<file path="src/core/lss_pkg.sv">
package lss_pkg;

    // Core clock and pixel clock timing
    localparam int CLK_PERIOD_NS  = 100;
    localparam int PIX_PERIOD_NS  = 400;
    localparam int PIX_HIGH_PCT   = 75;
    localparam int PIX_CYC        = PIX_PERIOD_NS / CLK_PERIOD_NS;
    localparam int PIX_HIGH_CYC   = (PIX_CYC * PIX_HIGH_PCT) / 100;

    // Scan geometry
    localparam int PREP_CYCLES        = 29;
    localparam int FIRST_ACTIVE_CYCLE = PREP_CYCLES + 1;
    localparam int ACTIVE_PIXELS      = 344;
    localparam int CHAIN_END_PIXEL    = ACTIVE_PIXELS - 2;

    // Widths
    localparam int PH_W   = 2;
    localparam int CYC_W  = 5;
    localparam int PIX_W  = 9;
    localparam int DIE_W  = 4;
    localparam int VID_W  = 8;
    localparam int SMP_W  = DIE_W + PIX_W + VID_W;

    // Typed constants for the logic
    localparam logic [PH_W-1:0]  PH_ZERO      = 2'h0;
    localparam logic [PH_W-1:0]  PH_LAST      = PH_W'(PIX_CYC - 1);
    localparam logic [PH_W-1:0]  PH_HIGH_END  = PH_W'(PIX_HIGH_CYC);
    localparam logic [PH_W-1:0]  PH_SAMPLE    = PH_W'(PIX_HIGH_CYC - 1);
    localparam logic [CYC_W-1:0] CYC_ZERO     = 5'h00;
    localparam logic [CYC_W-1:0] CYC_ONE      = 5'h01;
    localparam logic [CYC_W-1:0] CYC_PREP_END = CYC_W'(PREP_CYCLES - 1);
    localparam logic [CYC_W-1:0] CYC_ACTIVE   = CYC_W'(FIRST_ACTIVE_CYCLE);
    localparam logic [PIX_W-1:0] PIX_ZERO     = 9'h000;
    localparam logic [PIX_W-1:0] PIX_ONE      = 9'h001;
    localparam logic [PIX_W-1:0] PIX_LAST     = PIX_W'(ACTIVE_PIXELS - 1);
    localparam logic [PIX_W-1:0] PIX_CHAIN    = PIX_W'(CHAIN_END_PIXEL);
    localparam logic [DIE_W-1:0] DIE_ZERO     = 4'h0;
    localparam logic [DIE_W-1:0] DIE_ONE      = 4'h1;
    localparam logic [VID_W-1:0] VID_ZERO     = 8'h00;

    typedef enum logic [1:0] {
        LSS_IDLE   = 2'b00,
        LSS_PREP   = 2'b01,
        LSS_ARMED  = 2'b10,
        LSS_ACTIVE = 2'b11
    } lss_die_state_t;

endpackage

</file>
<file path="src/core/lss_link_if.sv">
interface lss_link_if;
    import lss_pkg::*;

    logic             pix_clk;
    logic             launch;
    logic [VID_W-1:0] video;
    logic             video_oe;

    modport ctrl (
        output pix_clk,
        output launch,
        input  video,
        input  video_oe
    );

    modport die (
        input  pix_clk,
        input  launch,
        output video,
        output video_oe
    );
endinterface

</file>
<file path="src/core/lss_buf2.sv">
module lss_buf2 #(
    parameter int W = 8
) (
    input  wire logic         core_clk_in,
    input  wire logic         resetn_in,
    input  wire logic         in_valid_in,
    output logic              in_ready_out,
    input  wire logic [W-1:0] in_data_in,
    output logic              out_valid_out,
    input  wire logic         out_ready_in,
    output logic [W-1:0]      out_data_out
);
    // Two entries: head feeds the output, tail catches a word while head stalls
    logic [W-1:0] head_q, head_d;
    logic [W-1:0] tail_q, tail_d;
    logic [1:0]   cnt_q,  cnt_d;
    logic         push;
    logic         pop;

    assign in_ready_out  = (cnt_q != 2'h2);
    assign out_valid_out = (cnt_q != 2'h0);
    assign out_data_out  = head_q;
    assign push          = in_valid_in & in_ready_out;
    assign pop           = out_valid_out & out_ready_in;

    always_comb begin
        head_d = head_q;
        tail_d = tail_q;
        cnt_d  = cnt_q;
        if (push && !pop) begin
            cnt_d = cnt_q + 2'h1;
        end else if (pop && !push) begin
            cnt_d = cnt_q - 2'h1;
        end
        if (pop) begin
            head_d = (cnt_q == 2'h2) ? tail_q : in_data_in;
        end
        if (push) begin
            if (cnt_q == 2'h0 || (cnt_q == 2'h1 && pop)) begin
                head_d = in_data_in;
            end else begin
                tail_d = in_data_in;
            end
        end
    end

    always_ff @(posedge core_clk_in) begin
        if (!resetn_in) begin
            head_q <= '0;
            tail_q <= '0;
            cnt_q  <= 2'h0;
        end else begin
            head_q <= head_d;
            tail_q <= tail_d;
            cnt_q  <= cnt_d;
        end
    end
endmodule

</file>
<file path="src/core/lss_ctrl.sv">
// Notes on behaviour
// [RULE1] Die samples start inputs on every falling edge
// [RULE2] Launch pulse spans exactly one falling edge
// [RULE3] First active pixel arrives in cycle thirty
// [RULE4] Launch makes all dies preprocess together
// [RULE5] Chain end of one die starts next
// [RULE6] Select high adds 29 inactive pixels, low none
// [RULE7] Chain end aligns with second-to-last active pixel
// [RULE8] Each die outputs 344 active pixels
// [RULE9] Launches spaced by 29 plus 344 per die
// [RULE10] Pixel clock between 500 kHz and 2.5 MHz; a full sample buffer stretches a period with no lower limit
// [RULE11] Pixel clock high for 75 percent; held high longer while the sample buffer is full
// [RULE12] Sample video once per cycle, count position
module lss_ctrl
    import lss_pkg::*;
(
    input  wire logic             core_clk_in,
    input  wire logic             resetn_in,
    lss_link_if.ctrl              link,
    input  wire logic             scan_req_in,
    input  wire logic [DIE_W-1:0] die_count_in,
    output logic                  busy_out,
    output logic                  sample_valid_out,
    input  wire logic             sample_ready_in,
    output logic [DIE_W-1:0]      sample_die_out,
    output logic [PIX_W-1:0]      sample_pixel_out,
    output logic [VID_W-1:0]      sample_level_out
);
    // Pixel clock divider
    logic [PH_W-1:0]  ph_q,     ph_d;
    logic             pclk_q,   pclk_d;

    // Scan bookkeeping
    logic             launch_q, launch_d;
    logic             scan_q,   scan_d;
    logic [CYC_W-1:0] cyc_q,    cyc_d;
    logic [PIX_W-1:0] pix_q,    pix_d;
    logic [DIE_W-1:0] die_q,    die_d;
    logic [DIE_W-1:0] dies_q,   dies_d;

    // Sample path
    logic             fall_now;
    logic             rise_now;
    logic             sample_due;
    logic             hold;
    logic             push;
    logic             buf_ready;
    logic [SMP_W-1:0] push_word;
    logic [SMP_W-1:0] pop_word;

    // Video is taken late in the high phase, well after the die updated it
    assign sample_due = scan_q && (cyc_q == CYC_ACTIVE) && (ph_q == PH_SAMPLE); // RULE12 RULE3
    assign push       = sample_due && buf_ready;

    // A full buffer freezes the pixel clock high; a slower clock is tolerated
    assign hold       = sample_due && !buf_ready;
    assign push_word  = {die_q, pix_q, link.video};

    always_comb begin
        if (hold) begin
            ph_d = ph_q;
        end else if (ph_q == PH_LAST) begin
            ph_d = PH_ZERO;
        end else begin
            ph_d = ph_q + 2'h1;
        end
        pclk_d   = (ph_d < PH_HIGH_END); // RULE11 RULE10
        fall_now = pclk_q && !pclk_d;
        rise_now = !pclk_q && pclk_d;
    end

    always_ff @(posedge core_clk_in) begin
        if (!resetn_in) begin
            ph_q   <= PH_LAST;
            pclk_q <= 1'b0;
        end else begin
            ph_q   <= ph_d;
            pclk_q <= pclk_d;
        end
    end

    always_comb begin
        launch_d = launch_q;
        scan_d   = scan_q;
        cyc_d    = cyc_q;
        pix_d    = pix_q;
        die_d    = die_q;
        dies_d   = dies_q;
        if (rise_now) begin
            // Raised and dropped on rising edges, so exactly one fall sees it
            if (launch_q) begin
                launch_d = 1'b0; // RULE2
            end else if (scan_req_in && !scan_q) begin
                // A new launch waits for the whole chain, which keeps the spacing
                launch_d = 1'b1; // RULE9
                scan_d   = 1'b1;
                cyc_d    = CYC_ZERO;
                pix_d    = PIX_ZERO;
                die_d    = DIE_ZERO;
                dies_d   = (die_count_in == DIE_ZERO) ? DIE_ONE : die_count_in;
            end
        end
        if (fall_now && scan_q && cyc_q != CYC_ACTIVE) begin
            cyc_d = cyc_q + CYC_ONE; // RULE4
        end
        if (push) begin
            if (pix_q == PIX_LAST) begin // RULE8
                pix_d = PIX_ZERO;
                die_d = die_q + DIE_ONE; // RULE5
                if (die_q + DIE_ONE == dies_q) begin
                    scan_d = 1'b0;
                end
            end else begin
                pix_d = pix_q + PIX_ONE;
            end
        end
    end

    always_ff @(posedge core_clk_in) begin
        if (!resetn_in) begin
            launch_q <= 1'b0;
            scan_q   <= 1'b0;
            cyc_q    <= CYC_ZERO;
            pix_q    <= PIX_ZERO;
            die_q    <= DIE_ZERO;
            dies_q   <= DIE_ONE;
        end else begin
            launch_q <= launch_d;
            scan_q   <= scan_d;
            cyc_q    <= cyc_d;
            pix_q    <= pix_d;
            die_q    <= die_d;
            dies_q   <= dies_d;
        end
    end

    lss_buf2 #(
        .W (SMP_W)
    ) u_buf (
        .core_clk_in   (core_clk_in),
        .resetn_in     (resetn_in),
        .in_valid_in   (push),
        .in_ready_out  (buf_ready),
        .in_data_in    (push_word),
        .out_valid_out (sample_valid_out),
        .out_ready_in  (sample_ready_in),
        .out_data_out  (pop_word)
    );

    assign sample_die_out   = pop_word[SMP_W-1 -: DIE_W];
    assign sample_pixel_out = pop_word[VID_W +: PIX_W];
    assign sample_level_out = pop_word[VID_W-1:0];
    assign busy_out         = scan_q;
    assign link.pix_clk     = pclk_q;
    assign link.launch      = launch_q;
endmodule

</file>
<file path="src/flat_wrapper.sv">
// flat-port wrapper written by rule: the top's interface ports become plain ports
module lss_ctrl_flat import lss_pkg::*;
  (core_clk_in, resetn_in, scan_req_in, die_count_in, busy_out, sample_valid_out, sample_ready_in, sample_die_out, sample_pixel_out, sample_level_out, link_pix_clk, link_launch, link_video, link_video_oe);
  lss_link_if link_i ();
  input  wire logic core_clk_in;
  input  wire logic resetn_in;
  input  wire logic scan_req_in;
  input  wire logic [DIE_W-1:0] die_count_in;
  output logic busy_out;
  output logic sample_valid_out;
  input  wire logic sample_ready_in;
  output logic [DIE_W-1:0] sample_die_out;
  output logic [PIX_W-1:0] sample_pixel_out;
  output logic [VID_W-1:0] sample_level_out;
  output wire logic [$bits(link_i.pix_clk)-1:0] link_pix_clk;
  output wire logic [$bits(link_i.launch)-1:0] link_launch;
  input wire logic [$bits(link_i.video)-1:0] link_video;
  input wire logic [$bits(link_i.video_oe)-1:0] link_video_oe;
  assign link_pix_clk = link_i.pix_clk;
  assign link_launch = link_i.launch;
  assign link_i.video = link_video;
  assign link_i.video_oe = link_video_oe;
  lss_ctrl u_core (.core_clk_in(core_clk_in), .resetn_in(resetn_in), .link(link_i), .scan_req_in(scan_req_in), .die_count_in(die_count_in), .busy_out(busy_out), .sample_valid_out(sample_valid_out), .sample_ready_in(sample_ready_in), .sample_die_out(sample_die_out), .sample_pixel_out(sample_pixel_out), .sample_level_out(sample_level_out));
endmodule
</file>
<file path="config.mk">
export PLATFORM = sky130hd
export DESIGN_NAME = lss_ctrl_flat
export DESIGN_NICKNAME = d
export VERILOG_FILES = /design/src/core/lss_pkg.sv /design/src/core/lss_link_if.sv /design/src/core/lss_buf2.sv /design/src/core/lss_ctrl.sv /design/src/flat_wrapper.sv
export SDC_FILE = /design/constraint.sdc
export NUM_CORES = 1
export LEC_CHECK = 0
export BUFFER_PORTS_ARGS = -buffer_cell sky130_fd_sc_hd__buf_2
export CAP_MARGIN = 20
export CORE_MARGIN = 3
export CORE_UTILIZATION = 58
export DETAILED_ROUTE_END_ITERATION = 10
export GPL_ROUTABILITY_DRIVEN = 0
export HOLD_SLACK_MARGIN = 0.02
export PLACE_DENSITY = 0.81
export SKIP_LAST_GASP = 1
export SLEW_MARGIN = 30
export SYNTH_ARGS = -nofsm -noshare
export SYNTH_HDL_FRONTEND = slang
export SYNTH_SLANG_ARGS = --single-unit
</file>
<file path="constraint.sdc">
create_clock -name core_clk_in -period 5.8 [get_ports core_clk_in]
set_input_delay 0.58 -clock core_clk_in [delete_from_list [all_inputs] [get_ports core_clk_in]]
set_output_delay 0.58 -clock core_clk_in [all_outputs]
set_load 0.05 [all_outputs]
</file>
==> Word-level counts from Yosys, hierarchy flattened <==
Cells that the tools add are included.
{ "totals": {"reg_bits": 71, "wordCells": 95, "out_inout_bits": 25} }
{ "classes": {"addsub": 6, "magnitude_cmp": 1, "n_eq_ne": 11, "n_mux": 31, "bitwise": 4, "reduce_logical": 31} }
{ "ops": {"columns": ["op", "count"], "rows": [
  ["$mux 21", 4],
  ["$mux 9", 5],
  ["$mux 4", 6],
  ["$mux 5", 4],
  ["$logic_and 1x1->1", 12],
  ["$reduce_bool 2->1", 6],
  ["$add 9x1->9 const B", 1],
  ["$eq 9x9->1 const B", 1],
  ["$reduce_and 3->1", 3],
  ["$mux 1", 8],
  ["$mux 2", 4],
  ["$eq 2x2->1 const B", 3],
  ["$logic_not 1->1", 6],
  ["$ne 2x2->1 const B", 3],
  ["$add 5x1->5 const B", 1],
  ["$eq 5x5->1 const B", 1],
  ["$ne 5x5->1 const B", 1],
  ["$add 2x1->2 const B", 2],
  ["$add 4x1->4 const B", 1],
  ["$eq 4x4->1", 1],
  ["$logic_not 4->1", 1],
  ["$and 1x1->1", 2],
  ["$eq 2x1->1 const B", 1],
  ["$logic_not 2->1", 1],
  ["other kinds (5)", 6]
]} }

==> Longest topological paths before layout <==
Gate-level depths: netlist of the first run.
{ "logic_depth": {"depth_word": 12, "mapped_depth": 11, "ltp_nobuf": 9} }

==> Cells and area by module <==
A second synthesis of the first run with hierarchy kept.
{ "unflattened": {"cells_unflattened": 428, "hier_area_um2": 3547.2} }
{ "by_module_without_submodules": {"columns": ["mod", "area_each_um2", "seq_area_each_um2", "cells_per_inst", "n_inst"], "rows": [
  ["lss_buf2", 2038.2, 880.8, 254, 1],
  ["lss_ctrl", 1508.9, 540.5, 174, 1]
]} }

==> Least setup slack after synthesis of the first run <==
No wires, ideal clock.
{ "synth_timing": {"path_kind": "register -> register", "from": "reg u_core.scan_q, in the netlist u_core.busy_out", "to": "reg u_core.cyc_q[4]", "t_arrival_ps": 1995, "n_path_buf": 1, "path_stages_with_launch": 6, "setup_slack_ps": 3735, "synth_period_minus_slack_ps": 2065, "setup_ps": 70, "t_required_ps": 5730, "cell_sequence": "dfxtp_1 nand3_2 or4_1 buf_2 a2111o_1 a21oi_1"} }
{ "synth_via": {"elab_chain_len": 11} }
{ "synth_lines": {"columns": ["item", "line", "source"], "rows": [
  ["start, declared", "lss_ctrl.sv:35", "logic scan_q, scan_d;"],
  ["start signal, assigned", "lss_ctrl.sv:129", "scan_q <= scan_d;"],
  ["$logic_and 1x1->1 (2 in a row)", "lss_ctrl.sv:52", "assign sample_due = scan_q && (cyc_q == CYC_ACTIVE) && (ph_q == PH_SAMPLE);"],
  ["$logic_and 1x1->1", "lss_ctrl.sv:56", "assign hold = sample_due && !buf_ready;"],
  ["$mux 2", "lss_ctrl.sv:60", "if (hold) begin"],
  ["$lt 2x2->1", "lss_ctrl.sv:67", "pclk_d = (ph_d < PH_HIGH_END);"],
  ["$logic_not 1->1", "lss_ctrl.sv:68", "fall_now = pclk_q && !pclk_d;"],
  ["$logic_and 1x1->1", "lss_ctrl.sv:68", null],
  ["$logic_and 1x1->1 (2 in a row)", "lss_ctrl.sv:103", "if (fall_now && scan_q && cyc_q != CYC_ACTIVE) begin"],
  ["$ne 2x2->1 (no line) or $reduce_bool 2->1 (tied branches)", null, null],
  ["$reduce_and 3->1 (no line)", null, null],
  ["end signal, assigned", "lss_ctrl.sv:130", "cyc_q <= cyc_d;"],
  ["end, declared", "lss_ctrl.sv:36", "logic [CYC_W-1:0] cyc_q, cyc_d;"]
]} }
Parallel ways exist; a longest one is shown, timed or not.
A chain may end at the register's enable or synchronous reset.

==> Worst setup path after layout of the first run <==
{ "layout_timing": {"from": "reg u_core.u_buf.cnt_q[0]", "to": "reg u_core.u_buf.cnt_q[1]"} }
{ "layout_via": {"elab_chain_len": 6} }
{ "layout_lines": {"columns": ["item", "line", "source"], "rows": [
  ["start, declared", "lss_buf2.sv:16", "logic [1:0] cnt_q, cnt_d;"],
  ["start signal, assigned", "lss_buf2.sv:55", "cnt_q <= cnt_d;"],
  ["$ne 2x2->1", "lss_buf2.sv:20", "assign in_ready_out = (cnt_q != 2'h2);"],
  ["$logic_and 1x1->1", "lss_ctrl.sv:53", "assign push = sample_due && buf_ready;"],
  ["$and 1x1->1", "lss_buf2.sv:23", "assign push = in_valid_in & in_ready_out;"],
  ["$logic_not 1->1", "lss_buf2.sv:32", "end else if (pop && !push) begin"],
  ["$logic_and 1x1->1", "lss_buf2.sv:32", null],
  ["$reduce_bool 2->1 (no line)", null, null]
]} }
Parallel ways exist; a longest one is shown, timed or not. The select of a mux whose other input is x is not followed.

==> run summary, run 1 <==
- result of the run: complete, no violations
- power density cells: 307 mW/mm2
- unique cell type count in the Yosys netlist: 48
- floorplan die height: 82.7 um
- Net Sw Frac: 32.4%
- aggregate global routing overflow: 0
- Syn Std Cell Area: 0.00341 mm2
- Initial Util: 60.8%
- remaining number of nets flagged by the antenna check after routing: 0
- top-area cell type share of the netlist area: 41.7%
- half-perimeter wire length after detailed placement: 5140 um
- transition at the pin with the smallest max-transition slack: 0.970 ns
- Worst Setup Slack post-DPL: 3.29 ns
- First DRT Iteration DRCs: 242
- most frequent cells after synthesis: 97 x sky130_fd_sc_hd__nand2_1, 71 x sky130_fd_sc_hd__dfxtp_1, 40 x sky130_fd_sc_hd__a21oi_1
- setup repair after global routing missed its margin: no
- total routing usage reported by global routing: 25.5%
- vias in the first global route: 2934
- remaining design rule violation count: 0
- synthesized-area fraction occupied by ao, oa, aoi and oai cells: 23.6%
- Post-Synth Adder-Cell Area: 3.67%
- number of port buffers: 40
- number of nets in the synthesized netlist: 448
- Num CTS Buffers: 9
- number of max-cap violations: 0
- share of total power in sequential cells: 45.5%
- CTS clk-pin slew, worst paths: 0.08 ns
- leakage power total: 1.39 nW
- Die W: 82.7 um
- antenna violations before repair: 0
- number of rows created at floorplan: 27
- async set or reset register ratio after synthesis: 0%
- part of the power in the clock network: 33.8%
- Core Footprint: 0.00561 mm2
- achievable frequency: 394 MHz
- detail-routed net length per standard cell: 15.8 um
- final slew viol count: 0
- final setup violation count: 0
- H-tree level count: 3
- overall power consumption: 1.17 mW
- maximum ir drop on the vdd rail: 0.202 mV
- Synth Flop Type: sky130_fd_sc_hd__dfxtp_1
- number of I/O pins: 42
- simple-gate area share of the yosys netlist: 21.5%
- count of flip-flops with a built-in enable after synthesis: 0
- maximum count of clock buffers along a single path: 2
- worst hold stages: 2
- switching power total: 0.379 mW
- CP max FO: 31
- xor and xnor area share after synthesis: 2.05%
- number of cells on the worst reg-to-reg path: 10
- number of gates given a new drive strength after cts: 0
- share of the core filled with cells in the final layout: 68.1%
- Synth Warn #: 0
- Total Die Area: 0.00684 mm2
- number of inserted filler cells in the final layout: 502
- dominant combinational cell family by area after synthesis: compound AO/OA/AOI/OAI gates
- setup skew after layout: 0.00627 ns
- Cells after DPL: 506
- most frequently used cell type in the post-synthesis netlist: sky130_fd_sc_hd__nand2_1
- DR vias/cell: 6.16
- root buffer cell: sky130_fd_sc_hd__clkbuf_8
- pin count of the biggest net entering global routing: 57
- internal power consumption: 0.792 mW
- filler-free cell count of the finished design: 522
- portion of netlist area occupied by mux cells: 2.35%
- router iterations before antenna repair: 5
- Final min period: 2.54 ns
- kind of path behind the tightest hold check: register to register
- sequential fraction of the synthesis area: 41.7%
- clock latency reported for the late side of the worst-skew pair: 0.34 ns
- final-stage net count: 472
- wire length of the first global-routing pass: 13500 um
- final wirelength: 8260 um
- post-placement cell area: 0.00362 mm2
- synth-to-layout area growth: 11.9%
- Relative slew margins: 35.1%
- kind of start point of the critical path: register
- setup ws final: 3.26 ns
- share of post-route cells with drive strength above 1: 16.7%
- setup total negative slack: 0 ns
- Area contributors post-synth: sky130_fd_sc_hd__dfxtp_1 42%, sky130_fd_sc_hd__nand2_1 11%, sky130_fd_sc_hd__a21oi_1 5.9%, sky130_fd_sc_hd__o211ai_1 4.8%, sky130_fd_sc_hd__ha_1 3.7%
- Clock Sinks: 71
- worst endpoint data arrival time: 2.75 ns
- number of hold-repair buffers added at the cts stage: 0
- clock tree from TritonCTS: yes
- Antenna Diode Count: 0
- worst hold margin: 0.457 ns
- Post-CTS Setup Bufs: 0
- Crit path required time: 6.01 ns
- post-synthesis instance total: 421
- final design instance area without fill: 0.00382 mm2
- share of the clock period used by the worst path after layout: 43.8%
- element type at the critical path end: register
- via count: 3218
- per-instance average area after synthesis: 8.10 um2
- relative contribution of combinational cells to total power: 20.7%
- largest area contributor in the synthesized netlist: sky130_fd_sc_hd__dfxtp_1
- #FFs+latches synth: 71
- number of failing hold endpoints at the final stage: 0
- Worst Setup Path Type: register to register
-- worst max-delay path, cell delays in order (launching register included) --
cell and delay (ns):
sky130_fd_sc_hd__dfxtp_1 0.37, sky130_fd_sc_hd__inv_1 0.08, sky130_fd_sc_hd__ha_1 0.20, sky130_fd_sc_hd__buf_4 0.25
sky130_fd_sc_hd__nand3b_1 0.28, sky130_fd_sc_hd__nor2_1 0.58, sky130_fd_sc_hd__ha_1 0.29, sky130_fd_sc_hd__xor2_1 0.14
sky130_fd_sc_hd__nor2_1 0.05, sky130_fd_sc_hd__a21oi_1 0.11, sky130_fd_sc_hd__nor2_1 0.05
-- cell usage in the layout (no fill, tap or decap), drive strengths merged, types with 3 or more instances in the layout --
master	instances
nor4	3
nand4	6
o21a	5
o221a	11
buf	44
ha	10
clkinv	3
mux2i	8
o211ai	22
xnor2	3
a31oi	16
o21ai	8
nand2	97
clkbuf	10
dfxtp	71
nor3	7
nor2	12
a21oi	40
inv	15
xor2	5
nand3	16
-- kinds of logic after synthesis --
kind of cell,count (synthesis)
and+or+nand+nor,160
AOI/OAI and AO/OA,118
DFF,71
buffers and inverters,46
adders and majority gates,10
xor gates and xnor gates,8
muxes,8
-- path summary, 6_finish.rpt --
| path | end | startpoint | slack (ns) |
|---|---|---|---|
| max reg2reg | u_core.u_buf.cnt_q[1] | u_core.u_buf.cnt_q[0] | 3.26 |
| min reg2reg | u_core.u_buf.tail_q[20] | u_core.u_buf.tail_q[20] | 0.46 |
| min | u_core.u_buf.tail_q[20] | u_core.u_buf.tail_q[20] | 0.46 |
| max | u_core.u_buf.cnt_q[1] | u_core.u_buf.cnt_q[0] | 3.26 |
-- layout make-up --
type	count	area (um2)	area share (%)
clock inverter	6	60.1	1.57
sequential	71	1420	37.2
multi-input combinational	304	1820	47.7
tap	72	90.1	2.36
inverter	15	56.3	1.47
timing repair buffer	44	230	6.03
clock buffer	10	138	3.61
-- power by group through the flow --
stage,Clock (mW),Combinational (mW),Sequential (mW)
after detailed placement,0,0.240,0.545
after global routing,0.425,0.261,0.537
final,0.396,0.242,0.534
after floorplan,0,0.116,0.612
after global placement,0,0.235,0.544
after CTS,0.403,0.242,0.534
-- sequential cells by signal, indices dropped and copies added (netlist names), 2 cells and up --
signal,cells
u_core.pix_q,9
u_core.cyc_q,5
u_core.u_buf.cnt_q,2
u_core.u_buf.out_data_out,21
u_core.u_buf.tail_q,21
u_core.die_q,4
u_core.dies_q,4
u_core.ph_q,2
-- routing by layer --
metal | track usage, % | up-vias | routed length, um
met4 | 10.6 | 0 | 148
met5 | 0 | - | 0
met3 | 5.42 | 14 | 480
met1 | 31.0 | 1532 | 3570
met2 | 43.5 | 105 | 4060
li1 | - | 1567 | -
(Power assumes the default switching activity.)
==> run 2: changes to the inputs <==
--- a/config.mk
+++ b/config.mk
@@ -5,14 +5,15 @@
 export SDC_FILE = /design/constraint.sdc
 export NUM_CORES = 1
 export LEC_CHECK = 0
+export ABC_AREA = 1
 export BUFFER_PORTS_ARGS = -buffer_cell sky130_fd_sc_hd__buf_2
 export CAP_MARGIN = 20
 export CORE_MARGIN = 3
-export CORE_UTILIZATION = 58
+export CORE_UTILIZATION = 52
 export DETAILED_ROUTE_END_ITERATION = 10
 export GPL_ROUTABILITY_DRIVEN = 0
 export HOLD_SLACK_MARGIN = 0.02
-export PLACE_DENSITY = 0.81
+export PLACE_DENSITY = 0.76
 export SKIP_LAST_GASP = 1
 export SLEW_MARGIN = 30
 export SYNTH_ARGS = -nofsm -noshare
==> constraint.sdc (replaced) <==
create_clock -name core_clk_in -period 2.15 [get_ports core_clk_in]
set_input_delay 0.215 -clock core_clk_in [delete_from_list [all_inputs] [get_ports core_clk_in]]
set_output_delay 0.215 -clock core_clk_in [all_outputs]
set_load 0.05 [all_outputs]
==> run summary, run 2 <==
- result of the run: complete, no violations
- CP max FO: 12, -61%
- r2r endpoint: u_core.pix_q[8]
- per-instance average area after synthesis: 7.44 um2, -8.1%
- number of I/O pins: 42, unchanged
- clock tree from TritonCTS: yes
- Area contributors post-synth: sky130_fd_sc_hd__dfxtp_1 42%, sky130_fd_sc_hd__a21oi_1 12%, sky130_fd_sc_hd__o21ai_0 8.5%, sky130_fd_sc_hd__nand2_1 6.8%, sky130_fd_sc_hd__nor2_1 5.6%
- async set or reset register ratio after synthesis: 0%, unchanged
- Initial Util: 55.5%, -5.4 points
- Syn Std Cell Area: 0.00340 mm2, -0.29%
- via count: 3153, -2.0%
- number of hold-repair buffers added at the cts stage: 0, unchanged
- switching power total: 0.825 mW, +120%
- vias in the first global route: 2978, +1.5%
- unique cell type count in the Yosys netlist: 33, -31%
- final wirelength: 7630 um, -7.7%
- leakage power total: 1.62 nW, +16%
- count of flip-flops with a built-in enable after synthesis: 0, unchanged
- share of total power in sequential cells: 50.1%, +4.6 points
- Crit path required time: 2.43 ns, -3.58 ns
- largest area contributor in the synthesized netlist: sky130_fd_sc_hd__dfxtp_1
- Core Footprint: 0.00613 mm2, +9.3%
- final-stage net count: 519, +10%
- Worst Setup Slack post-DPL: 0.182 ns, -3.11 ns
- share of post-route cells with drive strength above 1: 17.1%, +0.44 points
- antenna violations before repair: 0, unchanged
- most common cell after layout, fill and taps aside: sky130_fd_sc_hd__a21oi_1
- Die W: 86.9 um, +5.1%
- portion of netlist area occupied by mux cells: 0%, -2.3 points
- most frequent cells after synthesis: 79 x sky130_fd_sc_hd__a21oi_1, 71 x sky130_fd_sc_hd__dfxtp_1, 62 x sky130_fd_sc_hd__nand2_1
- remaining design rule violation count: 0, unchanged
- kind of path behind the tightest hold check: input port to register
- number of nets in the synthesized netlist: 484, +8.0%
- Clock Sinks: 71, unchanged
- Worst Hold Path EP: u_core.dies_q[3]
- worst endpoint data arrival time: 2.11 ns, -0.64 ns
- post-synthesis instance total: 457, +8.6%
- internal power consumption: 1.92 mW, +140%
- wire length of the first global-routing pass: 13200 um, -2.1%
- First DRT Iteration DRCs: 145, -40%
- xor and xnor area share after synthesis: 2.58%, +0.52 points
- most frequently used cell type in the post-synthesis netlist: sky130_fd_sc_hd__a21oi_1
- element type at the critical path end: register
- number of failing hold endpoints at the final stage: 0, unchanged
- half-perimeter wire length after detailed placement: 5030 um, -2.1%
- Synth Flop Type: sky130_fd_sc_hd__dfxtp_1
- CTS clk-pin slew, worst paths: 0.08 ns, about the same
- power density cells: 715 mW/mm2, +130%
- FF-to-FF setup slack: 0.32 ns, -2.95 ns
- setup skew after layout: 0.0101 ns, +0.00381 ns
- Relative slew margins: 70.1%, +35 points
- source of the worst hold timing path: die_count_in[3]
- synth-to-layout area growth: 12.7%
- kind of start point of the critical path: register
- Antenna Diode Count: 0, unchanged
- Total Die Area: 0.00755 mm2, +10%
- transition at the pin with the smallest max-transition slack: 0.447 ns, -0.523 ns
- share of the clock period used by the worst path after layout: 85.3%, +42 points
- setup repair after global routing missed its margin: no
- H-tree level count: 3, unchanged
- relative contribution of combinational cells to total power: 14.5%, -6.2 points
- clock latency reported for the late side of the worst-skew pair: 0.35 ns, about the same
- part of the power in the clock network: 35.3%, +1.5 points
- pin count of the biggest net entering global routing: 43, -25%
- setup total negative slack: 0 ns, unchanged
- aggregate global routing overflow: 0, unchanged
- #FFs+latches synth: 71, unchanged
- final setup violation count: 0, unchanged
- DR vias/cell: 5.51, -11%
- total routing usage reported by global routing: 21.7%, -3.7 points
- final slew viol count: 0, unchanged
- Post-Synth Adder-Cell Area: 3.68%, +0.011 points
- root buffer cell: sky130_fd_sc_hd__clkbuf_8
- maximum ir drop on the vdd rail: 0.501 mV, +150%
- worst hold stages: 3, +1
- sequential fraction of the synthesis area: 41.8%, +0.12 points
- remaining number of nets flagged by the antenna check after routing: 0, unchanged
- floorplan die height: 86.9 um, +5.1%
- top-area cell type share of the netlist area: 41.8%, +0.12 points
- setup ws final: 0.316 ns, -2.95 ns
- Synth Warn #: 0, unchanged
- achievable frequency: 545 MHz, +38%
- Final min period: 1.83 ns, -0.704 ns
- Net Sw Frac: 30.1%, -2.3 points
- detail-routed net length per standard cell: 13.3 um, -16%
- number of rows created at floorplan: 28, +3.7%
- number of port buffers: 40, unchanged
- maximum count of clock buffers along a single path: 2, unchanged
- Reg-to-Reg Start: u_core.u_buf.cnt_q[0]
- number of cells on the worst reg-to-reg path: 8, -2
- synthesized-area fraction occupied by ao, oa, aoi and oai cells: 22.2%, -1.4 points
- router iterations before antenna repair: 4, -1
- Num CTS Buffers: 9, unchanged
- Worst Setup Path Type: register to register
- simple-gate area share of the yosys netlist: 22.4%, +0.91 points
- dominant combinational cell family by area after synthesis: simple AND/OR/NAND/NOR gates
- commonest cells after routing, fill and taps aside: 79 x sky130_fd_sc_hd__a21oi_1, 71 x sky130_fd_sc_hd__dfxtp_1, 62 x sky130_fd_sc_hd__nand2_1
- number of max-cap violations: 0, unchanged
-- run 2: changes by cell type in the layout (fill, tap and decap cells not counted), sizes merged, moves of 8 or more --
| cell | change |
|---|---|
| nand3 | +15 |
| o221a | -11 |
| nand2 | -33 |
| inv | +14 |
| nor2 | +42 |
| mux2i | -8 |
| a31oi | -11 |
| o21ai | +52 |
| a21oi | +40 |
| o211ai | -21 |
-- run 2: layout make-up --
cell class	count	area (um2)
Clock buffer	10	138
Clock inverter	6	45.0
Fill cell	567	2300
Inverter	30	113
Multi-Input combinational cell	330	1740
Sequential cell	71	1420
Tap cell	75	93.8
Timing Repair Buffer	50	288
-- run 2: worst max-delay path, cell delays in order, from the launching register on --
cell and delay, ns:
sky130_fd_sc_hd__dfxtp_1 0.34, sky130_fd_sc_hd__inv_1 0.08, sky130_fd_sc_hd__ha_1 0.29, sky130_fd_sc_hd__inv_2 0.09, sky130_fd_sc_hd__nand3_2 0.09, sky130_fd_sc_hd__buf_4 0.21
sky130_fd_sc_hd__nor2_1 0.37, sky130_fd_sc_hd__nand3_1 0.14, sky130_fd_sc_hd__a21oi_1 0.16
-- run 2: stage by stage --
stage	instances	hold slack, ns	util, %	cell area (um2)	power [mW]
floorplan	457	0.350	-	3400	1.71
global placement	556	0.456	59.5	3650	1.79
detailed placement	556	0.463	59.5	3650	1.80
CTS	572	0.103	62.4	3830	2.76
global route	572	0.109	62.5	3830	2.87
finish	572	0.112	62.5	3830	2.74
-- run 2: how the worst max path moves through the flow --
stage | start | to | cells past startpoint
2_1_floorplan | u_core.u_buf.cnt_q[0] | u_core.u_buf.cnt_q[0] | 9
3_3_place_gp | u_core.cyc_q[0] | u_core.u_buf.out_data_out[11] | 9
3_5_place_dp | u_core.cyc_q[0] | u_core.u_buf.out_data_out[20] | 9
4_1_cts | u_core.cyc_q[0] | u_core.u_buf.out_data_out[20] | 9
5_1_grt | u_core.cyc_q[0] | u_core.pix_q[8] | 9
6_report | u_core.u_buf.cnt_q[0] | u_core.pix_q[8] | 8
-- run 2: logic make-up (layout without fill, tap and decap cells) --
kind of cell	count (synthesis)	in the layout
buffers and inverters	56	96
AO/OA/AOI/OAI	147	147
XOR/XNOR	10	10
AND/OR/NAND/NOR	163	163
adder cells (fa/ha/maj)	10	10
flip-flops	71	71
-- run 2: what timing repair did --
action	4_1_cts	5_1_grt
buffers inserted	0	0
endpoints found under the setup margin	0	15
resized for setup	0	1
-- run 2: layer usage --
metal / wire length (um) / GRT usage, % / vias to the layer above / part of all wire (%)
li1: - / - / 1610 / -
met1: 3530 / 26.2 / 1464 / 46
met2: 3650 / 37.1 / 70 / 48
met3: 370 / 5.96 / 9 / 4.9
met4: 78 / 7.37 / 0 / 1.0
met5: 0 / 0 / - / 0
-- run 2: power groups by stage --
stage          clock network (mW)  logic (mW)  registers, mW
6_report                    0.969       0.398           1.37
4_1_cts                     0.992       0.397           1.37
3_5_place_dp                    0       0.396           1.40
3_3_place_gp                    0       0.388           1.40
5_1_grt                      1.05       0.437           1.38
2_1_floorplan                   0       0.236           1.47
